## src/hw/fsbl_pkg.sv

```systemverilog
// Package: constants and state type of the fast shut-off logic function element
// Functional notes
// - Plain variant monitors one to eight safety inputs from one module.
// - Bypass variant monitors one to seven inputs; last position is bypass.
// - Switched output is selected only among this module's own outputs.
// - Each input may be assigned to zone one, zone two or both.
// - A zone is good when it has at least one input assigned and all inputs assigned to it are high.
// - The two zone results are ORed; one good zone permits the output.
// - Output turns on only if a zone was good before the logic enable.
// - In bypass variant a high bypass suppresses the fast shut-off.
// - State output is indication only; the switched output comes from configuration.
// - Failing zone result switches the selected output off at once.
// - Bypass acts after three cycles high; release acts at once.
package fsbl_pkg;
   // ----------------------------------------
   // Sizes
   // ----------------------------------------
   localparam int unsigned NUM_IN = 8;
   localparam int unsigned NUM_OUT = 4;
   localparam logic [3:0] MAX_IN_PLAIN = 4'h8;
   localparam logic [3:0] MAX_IN_BYPASS = 4'h7;
   localparam int unsigned BYPASS_POS = 7;
   localparam logic [1:0] BYPASS_CYCLES = 2'h3;
   // ----------------------------------------
   // Register map
   // ----------------------------------------
   localparam logic [7:0] CTRL_ADDR = 8'h00;
   localparam logic [7:0] ZONE_ADDR = 8'h04;
   localparam logic [7:0] STATUS_ADDR = 8'h08;
   localparam int unsigned CTRL_VARIANT_BIT = 0;
   localparam int unsigned CTRL_COUNT_LSB = 8;
   localparam int unsigned CTRL_SEL_LSB = 16;
   localparam int unsigned ST_ZONE1_BIT = 8;
   localparam int unsigned ST_ZONE2_BIT = 9;
   localparam int unsigned ST_STATE_BIT = 10;
   localparam int unsigned ST_BYPASS_BIT = 11;
   localparam int unsigned ST_PHYS_LSB = 12;
   localparam logic [3:0] COUNT_RESET = 4'h8;
   localparam logic [15:0] ZONE_RESET = 16'h5555;
   localparam logic [1:0] SEL_RESET = 2'h0;

   typedef struct packed {
      logic [31:0] prdata;
      logic variant;
      logic [3:0] count;
      logic [1:0] sel;
      logic [15:0] zone;
      logic zone_ok;
      logic logic_en;
      logic on;
      logic [1:0] byp_cnt;
      logic byp_ok;
      logic state;
      logic [NUM_OUT-1:0] phys;
   } fsbl_state_t;
endpackage

```

## src/hw/fsbl_zone_if.sv

```systemverilog
// Interface: configuration and results between controller and zone evaluator
`timescale 1ns/1ps
interface fsbl_zone_if;
   logic [7:0] inputs;
   logic [3:0] count;
   logic variant;
   logic [15:0] zone;
   logic zone1_ok;
   logic zone2_ok;
   modport ctrl (output inputs, output count, output variant, output zone,
      input zone1_ok, input zone2_ok);
   modport eval (input inputs, input count, input variant, input zone,
      output zone1_ok, output zone2_ok);
endinterface

```

## src/hw/fsbl_zone_eval.sv

```systemverilog
// Zone evaluator: AND inside each zone over the monitored inputs
`timescale 1ns/1ps
module fsbl_zone_eval (
   fsbl_zone_if.eval zif
);
   import fsbl_pkg::*;

   // Zone membership of one input position; unused positions belong nowhere
   function automatic logic member(input logic [15:0] zone, input logic [3:0] count,
         input logic variant, input int unsigned idx, input int unsigned z);
      logic [3:0] lim;
      lim = variant ? ((count > MAX_IN_BYPASS) ? MAX_IN_BYPASS : count) : count;
      member = (4'(idx) < lim) && zone[2*idx+z];
   endfunction

   always_comb begin
      logic any1;
      logic any2;
      logic all1;
      logic all2;
      any1 = 1'b0;
      any2 = 1'b0;
      all1 = 1'b1;
      all2 = 1'b1;
      for (int unsigned i = 0; i < NUM_IN; i++) begin
         if (member(zif.zone, zif.count, zif.variant, i, 0)) begin
            any1 = 1'b1;
            all1 = all1 & zif.inputs[i];
         end
         if (member(zif.zone, zif.count, zif.variant, i, 1)) begin
            any2 = 1'b1;
            all2 = all2 & zif.inputs[i];
         end
      end
      // An empty zone never counts as good, else it would hold the output on
      zif.zone1_ok = any1 & all1;
      zif.zone2_ok = any2 & all2;
   end
endmodule

```

## src/hw/fsbl_top.sv

```systemverilog
// Fast shut-off logic function element with APB register access
//
// Implementation choices: the APB interface to the registers and the placing of the registers.
`timescale 1ns/1ps
module fsbl_top (
   input wire logic ref_clk,
   input wire logic reset,
   input wire logic psel,
   input wire logic penable,
   input wire logic pwrite,
   input wire logic [7:0] paddr,
   input wire logic [31:0] pwdata,
   output logic [31:0] prdata,
   output logic pready,
   output logic pslverr,
   input wire logic [fsbl_pkg::NUM_IN-1:0] safety_in,
   input wire logic [fsbl_pkg::NUM_OUT-1:0] logic_out,
   output logic [fsbl_pkg::NUM_OUT-1:0] phys_out,
   output logic fso_state
);
   import fsbl_pkg::*;

   fsbl_state_t s_q;
   fsbl_state_t s_d;
   fsbl_zone_if zif ();

   fsbl_zone_eval u_eval (
      .zif(zif)
   );

   // ----------------------------------------
   // Helpers
   // ----------------------------------------
   function automatic logic mapped(input logic [7:0] a);
      mapped = (a == CTRL_ADDR) || (a == ZONE_ADDR) || (a == STATUS_ADDR);
   endfunction

   function automatic logic [3:0] clamp_count(input logic [3:0] c, input logic variant);
      logic [3:0] lim;
      lim = variant ? MAX_IN_BYPASS : MAX_IN_PLAIN;
      if (c == 4'h0) begin
         clamp_count = 4'h1;
      end else if (c > lim) begin
         clamp_count = lim;
      end else begin
         clamp_count = c;
      end
   endfunction

   assign zif.inputs = safety_in;
   assign zif.count = s_q.count;
   assign zif.variant = s_q.variant;
   assign zif.zone = s_q.zone;

   // ----------------------------------------
   // Next state
   // ----------------------------------------
   always_comb begin
      logic zone_now;
      logic le;
      logic byp_raw;
      logic [3:0] cnt_w;
      cnt_w = 4'h0;
      s_d = s_q;
      zone_now = zif.zone1_ok | zif.zone2_ok;
      le = logic_out[s_q.sel];
      byp_raw = s_q.variant & safety_in[BYPASS_POS];

      // Register writes take effect in the access phase
      if (psel && penable && pwrite) begin
         if (paddr == CTRL_ADDR) begin
            s_d.variant = pwdata[CTRL_VARIANT_BIT];
            cnt_w = pwdata[CTRL_COUNT_LSB +: 4];
            s_d.count = clamp_count(cnt_w, pwdata[CTRL_VARIANT_BIT]);
            s_d.sel = pwdata[CTRL_SEL_LSB +: 2];
         end else if (paddr == ZONE_ADDR) begin
            s_d.zone = pwdata[15:0];
         end
      end

      // Read data captured in the setup phase so it is stable for the access phase
      if (psel && !penable && !pwrite) begin
         s_d.prdata = 32'h0;
         if (paddr == CTRL_ADDR) begin
            s_d.prdata[CTRL_VARIANT_BIT] = s_q.variant;
            s_d.prdata[CTRL_COUNT_LSB +: 4] = s_q.count;
            s_d.prdata[CTRL_SEL_LSB +: 2] = s_q.sel;
         end else if (paddr == ZONE_ADDR) begin
            s_d.prdata[15:0] = s_q.zone;
         end else if (paddr == STATUS_ADDR) begin
            s_d.prdata[7:0] = safety_in;
            s_d.prdata[ST_ZONE1_BIT] = zif.zone1_ok;
            s_d.prdata[ST_ZONE2_BIT] = zif.zone2_ok;
            s_d.prdata[ST_STATE_BIT] = s_q.state;
            s_d.prdata[ST_BYPASS_BIT] = s_q.byp_ok;
            s_d.prdata[ST_PHYS_LSB +: NUM_OUT] = s_q.phys;
         end
      end

      // Bypass qualifies only after a run of high cycles; a drop clears it at once
      if (byp_raw) begin
         if (s_q.byp_cnt < BYPASS_CYCLES - 2'h1) begin
            s_d.byp_cnt = s_q.byp_cnt + 2'h1;
         end
         s_d.byp_ok = (s_q.byp_cnt >= BYPASS_CYCLES - 2'h1);
      end else begin
         s_d.byp_cnt = 2'h0;
         s_d.byp_ok = 1'b0;
      end

      // Arm only on an enable that arrives after a zone was already good
      s_d.zone_ok = zone_now;
      s_d.logic_en = le;
      s_d.on = zone_now & le & (s_q.on | (s_q.zone_ok & !s_q.logic_en));
      s_d.state = s_d.on | s_d.byp_ok;

      // Only the selected output bypasses the normal logic path
      s_d.phys = logic_out;
      s_d.phys[s_q.sel] = s_d.state;
   end

   always_ff @(posedge ref_clk) begin
      if (reset) begin
         s_q <= '0;
         s_q.count <= COUNT_RESET;
         s_q.zone <= ZONE_RESET;
         s_q.sel <= SEL_RESET;
      end else begin
         s_q <= s_d;
      end
   end

   assign prdata = s_q.prdata;
   assign pready = 1'b1;
   assign pslverr = psel & penable & (!mapped(paddr) | (pwrite & (paddr == STATUS_ADDR)));
   assign phys_out = s_q.phys;
   assign fso_state = s_q.state;
endmodule

```

## config.mk

```make
export PLATFORM = sky130hd
export DESIGN_NAME = fsbl_top
export DESIGN_NICKNAME = d
export VERILOG_FILES = /design/src/hw/fsbl_pkg.sv /design/src/hw/fsbl_zone_if.sv /design/src/hw/fsbl_zone_eval.sv /design/src/hw/fsbl_top.sv
export SDC_FILE = /design/constraint.sdc
export NUM_CORES = 1
export LEC_CHECK = 0
export BUFFER_PORTS_ARGS = -buffer_cell sky130_fd_sc_hd__buf_4
export CORE_MARGIN = 4
export CORE_UTILIZATION = 28
export CTS_CLUSTER_SIZE = 24
export DETAILED_ROUTE_END_ITERATION = 8
export SETUP_SLACK_MARGIN = 0.15
export SYNTH_ARGS = -nofsm -noshare
export SYNTH_HDL_FRONTEND = slang
export SYNTH_SLANG_ARGS = --single-unit
export TNS_END_PERCENT = 50
```

## constraint.sdc

```tcl
create_clock -name ref_clk -period 3.2 [get_ports ref_clk]
set_input_delay 0.96 -clock ref_clk [delete_from_list [all_inputs] [get_ports ref_clk]]
set_output_delay 0.96 -clock ref_clk [all_outputs]
set_load 0.005 [all_outputs]
```

### Yosys cells after proc, flatten, opt, wreduce, memory -nomap -nowiden

Cells that the tools add are included.

* add/sub/neg operators: 1
* multiply operators: 0
* divide/modulo/power cells: 0
* $lt $le $gt $ge: 14
* equality and inequality tests: 2
* shifts and indexed selects: 0
* multiplexer cells: 50
* bitwise gates (word level): 29
* reduce and logical (&&, ||, !) cells: 32

Operators by type and width (count)
* $mux W1: 36
* $mux W16: 2
* $mux W4: 7
* $and A1 B1 Y1: 23
* $logic_and A1 B1 Y1: 21
* $lt A3 B4 Y1 const A: 4
* $eq A8 B3 Y1 const B: 1
* $eq A8 B4 Y1 const B: 1
* $logic_not A8 Y1: 1
* $lt A1 B4 Y1 const A: 2
* $lt A2 B4 Y1 const A: 2
* $mux W7: 1
* $bwmux W4: 1
* $gt A4 B3 Y1 const B: 1
* $gt A4 B4 Y1: 1
* $logic_not A1 Y1: 4
* $logic_not A4 Y1: 1
* $or A1 B1 Y1: 4
* $lt A2 B3 Y1 const B: 1
* $reduce_and A3 Y1: 1
* $add A2 B1 Y2 const B: 1
* $bmux W1 S2: 1
* $demux W1 S2: 1
* $ge A2 B1 Y1 const B: 1
* other kinds (7): 9

* flip-flop bits (word level): 52
* latch bits: 0
* memory bits (writable): 0
* ROM bits: 0
* bits of input ports: 57
* memories kept: 0

### Depth between registers and ports, before layout

* depth in word-level cells: 26
* depth in mapped cells: 8

### By module

Synthesis repeated with hierarchy kept, for this count alone.

* cells, all modules: 363
* area total of the unflattened synthesis: 2976.6 µm²

Modules (own cells, without submodules)
* fsbl_top: times used 1, cells each 300, area each 2598.7 µm², seq. area each 1041.0 µm²
* fsbl_zone_eval: times used 1, cells each 63, area each 377.9 µm², seq. area each 0.0 µm²

### Worst setup path before layout

No wires, ideal clock.

* kind: input to register
* start: in pwdata[0]
* end: reg, netlist name zif.count[3]
* arrival: 2.413 ns
* data required time: 3.078 ns
* path slack: 0.666 ns
* stages on the path: 8
* buffers on the path: 0
* path through: inv_1 -> ha_1 -> nor2b_1 -> o21a_1 -> o21a_1 -> o21ai_1 -> nand2b_1 -> a221o_1

* cells in the longest elaborated chain, start to end: 4

Ends and longest elaborated chain
* start: declaration: RTL line fsbl_top.sv:12 `input wire logic [31:0] pwdata,`
* $mux W4 (*): RTL line fsbl_top.sv:40 `lim = variant ? MAX_IN_BYPASS : MAX_IN_PLAIN;`
* $gt A4 B4 Y1: RTL line fsbl_top.sv:43 `end else if (c > lim) begin`
* $mux W4 (*): RTL line fsbl_top.sv:43
* $mux W4 (*): RTL line fsbl_top.sv:41 `if (c == 4'h0) begin`

Mark *: on every way between the ends. The rest lies on a longest branch, timed or not.
A chain may end at the register's enable or synchronous reset.

### Worst setup path in the final report

* start: in paddr[7]
* end: out pslverr

* cells in the longest elaborated chain, start to end: 6
* elaborated cells between the ends (all ways): 9
* classes of those cells: eq/ne (2); bitwise (3); reduce/logical (4)

Ends and longest elaborated chain
* start: declaration: RTL line fsbl_top.sv:11 `input wire logic [7:0] paddr,`
* $eq A8 B3 Y1 or $logic_not A8 Y1 (tied branches): RTL line fsbl_top.sv:35 `mapped = (a == CTRL_ADDR) || (a == ZONE_ADDR) || (a == STATUS_ADDR);`
* $logic_or A1 B1 Y1 (2 in series): RTL line fsbl_top.sv:35
* $logic_not A1 Y1: RTL line fsbl_top.sv:135 `assign pslverr = psel & penable & (!mapped(paddr) | (pwrite & (paddr == STATUS_ADDR)));`
* $or A1 B1 Y1 (*): RTL line fsbl_top.sv:135
* $and A1 B1 Y1 (*): RTL line fsbl_top.sv:135
* end: declaration: RTL line fsbl_top.sv:15 `output logic pslverr,`

Marked as above.

==> out/summary.md <==
The number of top-level design ports was 96; the share of async-settable or async-resettable flops after synthesis was 0. Among all flip-flop cells after synthesis, the most frequent one is dfxtp_1. Once the clock tree was built, the resizer swapped 0 gates to a different size. The tools report the total iterations of the first detailed-routing run as 5. During synthesis, Yosys emitted a total of 0 warnings. The worst-case headroom to the max-slew limit was 0.629; the setup slack on the worst flop-to-flop path was 0.95 ns. The logs give 2.24 ns for the worst path required time and 471 for the net count reported at finish. For the total clock buffers created by CTS, the log shows 5. The run gives 0 as the number of max-cap violations.

The tools report the gate count after technology mapping as 378. For this run the aggregate overflow at the end of global routing stands at 0. The area of the die was 0.0128 mm2.

Across the VDD grid, the largest voltage drop is 0.183 mV. For the sum of negative setup slack, the log shows 0 ns. The tools report the routed via count as 2703. In this run the horizontal extent of the chip is 113 um.

The quantity of I/O buffers inserted on ports is 66. The fraction of final layout cells with drive strength greater than 1 came out at 0.244. The worst hold path passes through 2 cells. The repair_antennas step left the layout with diodes totalling 0. The logs give 0 for the hold violation count in the final report and 542 for the placed cell count. The vertical die dimension is 113 um. By startpoint and endpoint, the worst setup path is classified as in2out.

The tools report the initial detailed-routing violation count as 179. The average detailed-routed wire length per instance was 14.6 um. The run finished with clean final reports. Setup repair after global routing left no endpoint under its margin.

No sink is reached through more buffers than the 2 on the longest clock path. Clock-pin slew was measured on the worst setup and hold paths at 0.09 ns. Routability-driven placement finished with a final weighted congestion of 0.871. The tools report the proportion of synthesized chip area in sequential cells as 0.337. Synthesis-stage register bit count: 52. The worst setup path is captured at an output pin. Final critical path time including I/O delays and setup: 2.66 ns.

The final layout contains routed wiring with a total length of 8030 um. The actual transition at the worst max-transition pin came out at 0.555 ns. The launch point of the worst path is paddr[7]. Of all nets on the critical path, the largest fanout is 3. The sum of net half-perimeters after detailed placement was 6230 um. A synthesized cell averages 8.17 um2. Setup violations remaining at the end of the flow were counted as 0. Leaving out fill and tap cells, the most frequent cells in the layout are 69 x buf_4, 60 x nand2_1, 52 x dfxtp_1. Compared with the post-synthesis result, the final layout area differs by 15.5%. Reg-to-reg endpoint: phys_out[2]. The worst reg2reg path startpoint is zif.count[3]. The run gives 1.31 mW as the sum of internal, switching and leakage power.

The number of synthesized flops with an enable pin is 0, and the synthesized area is 0.00309 mm2. The cell area power density was 366 mW/mm2; the row count was 38. The worst hold path terminates at prdata[16]. The logs give 2572 for the via count of the first global-routing pass and 0 for the number of antenna violations at the first check in global routing. The worst clock skew was 0.00695 ns. The tools report the source of the worst hold timing path as prdata[16]. For the starting density of the core, the log shows 0.285. Entering global routing, the biggest net connects 51 pins. The detail route stage leaves a number of antenna-violating nets equal to 0.

Summed over all cells, the static leakage comes to 1.39 nW. The run gives 0.376 GHz as the highest attainable clock frequency. Hold buffer count at CTS: 0.

The clock reaches the later pin of the worst-skew pair after 0.31 ns. After floorplanning, the core was sized to cover 0.0108 mm2. The tools report the number of distinct library cells after synthesis as 59. For the count of pins over their slew limit, the log shows 0. Before CTS, the worst setup slack after placement is 0.334 ns.

Kind of start point of the critical path: an input pin. Data arrives at the worst endpoint at 1.70 ns. The share of the clock period used by the worst path after layout was 0.830; the final cell count without fillers was 549. The library cell used most frequently in the layout, excluding fill and tap cells, is buf_4. Detailed-route DRC error count: 0.

After detailed routing, the number of vias per cell comes to 4.92. TritonCTS built the clock tree. Total global-route track usage: 0.125.

The first global-routing pass estimated 12900 um of wire. Total setup buffers inserted after CTS: 0. Setup slack closes at 0.544 ns. Counting cells, the worst reg-to-reg path comes to 6. The path class of the tightest hold or removal check is reg2reg. CTS built an H-tree with a depth of 2.

The tree is rooted in a clkbuf_8. For this design, the sink count on the clock tree is 52.
==> area by class of cell <==
class,count,area (um2)
multi-input combinational,273,1680
sequential,52,1040
inverter,8,30.0
timing repair buffer,69,518
clock inverter,2,60.1
clock buffer,5,68.8
tap,140,175
fill,1159,7270
==> stage by stage <==
step                       util  hold slack (ns)  instance area [um2]
after global placement    0.317            0.447                 3440
final                     0.329            0.460                 3570
after global routing      0.329            0.485                 3570
after detailed placement  0.317            0.450                 3440
after CTS                 0.329            0.465                 3570
after floorplan               -            0.432                 3140
==> routing by layer <==
layer,share of wire,vias up,GRT usage
met1,0.45,1263,0.164
met5,0,-,0
met2,0.47,89,0.206
li1,-,1341,-
met4,0.016,0,0.0321
met3,0.065,10,0.0299
==> cell usage after synthesis (2+ instances only) <==
cell / number / area, um2
nand2_1: 60 / 225
inv_1: 8 / 30.0
and2b_2: 3 / 26.3
o211ai_1: 3 / 22.5
a22oi_1: 4 / 30.0
and3_1: 2 / 12.5
a221oi_1: 2 / 17.5
dfxtp_1: 52 / 1040
nor3_2: 3 / 30.0
buf_2: 5 / 25.0
a22o_1: 2 / 17.5
a21oi_1: 28 / 140
nand3_1: 13 / 65.1
nor2b_1: 4 / 25.0
buf_4: 38 / 285
conb_1: 2 / 7.51
nand3b_1: 10 / 75.1
clkbuf_1: 12 / 45.0
or4_1: 2 / 15.0
a311oi_1: 3 / 26.3
nor4_4: 3 / 63.8
nor3_1: 12 / 60.1
o21ai_1: 3 / 15.0
a31oi_1: 12 / 75.1
o21ai_0: 7 / 35.0
o21a_1: 5 / 37.5
buf_6: 2 / 22.5
ha_1: 5 / 62.6
a211oi_1: 2 / 15.0
nor3b_1: 2 / 15.0
nand2b_1: 3 / 18.8
nor3b_2: 2 / 25.0
mux2i_1: 10 / 100
nor2_1: 29 / 109
==> power by group <==
part | total (mW) | leakage [nW] | internal [mW] | switching (mW)
logic | 0.133 | 0.904 | 0.0644 | 0.0682
clock network | 0.521 | 0.0642 | 0.308 | 0.213
registers | 0.653 | 0.420 | 0.651 | 0.00232
total | 1.31 | 1.39 | 1.02 | 0.284
==> state kept, by name, summed over array words and instances (netlist names) <==
name and cells:
prdata 18, zif.zone 16, s_q 8, phys_out 4, zif.count 4, fso_state 1, zif.variant 1
==> cell families (layout without fill, tap and decap cells) <==
kind of cell	after synthesis	count (layout)	share of synthesized area
AO/OA/AOI/OAI	84	84	0.192
XOR/XNOR	1	1	0.00284
adder cells (fa/ha/maj)	6	6	0.0235
buffers and inverters	66	84	0.136
flip-flops	52	52	0.337
multiplexers	11	11	0.0397
other	2	15	0.00243
AND/OR/NAND/NOR	156	156	0.267
==> how the worst max path moves through the flow <==
| stage | end | cells after the start |
|---|---|---|
| 3_3_place_gp | zif.count[3] | 7 |
| 5_1_grt | pslverr | 4 |
| 4_1_cts | pslverr | 4 |
| 3_5_place_dp | zif.count[3] | 7 |
| 6_report | pslverr | 4 |
| 2_1_floorplan | zif.count[3] | 8 |
==> critical path, stage by stage <==
cell	delay (ns)
buf_4	0.12
nor4_4	0.34
a31oi_1	0.13
buf_4	0.15
No activity file was read; power rests on OpenSTA's default activity.
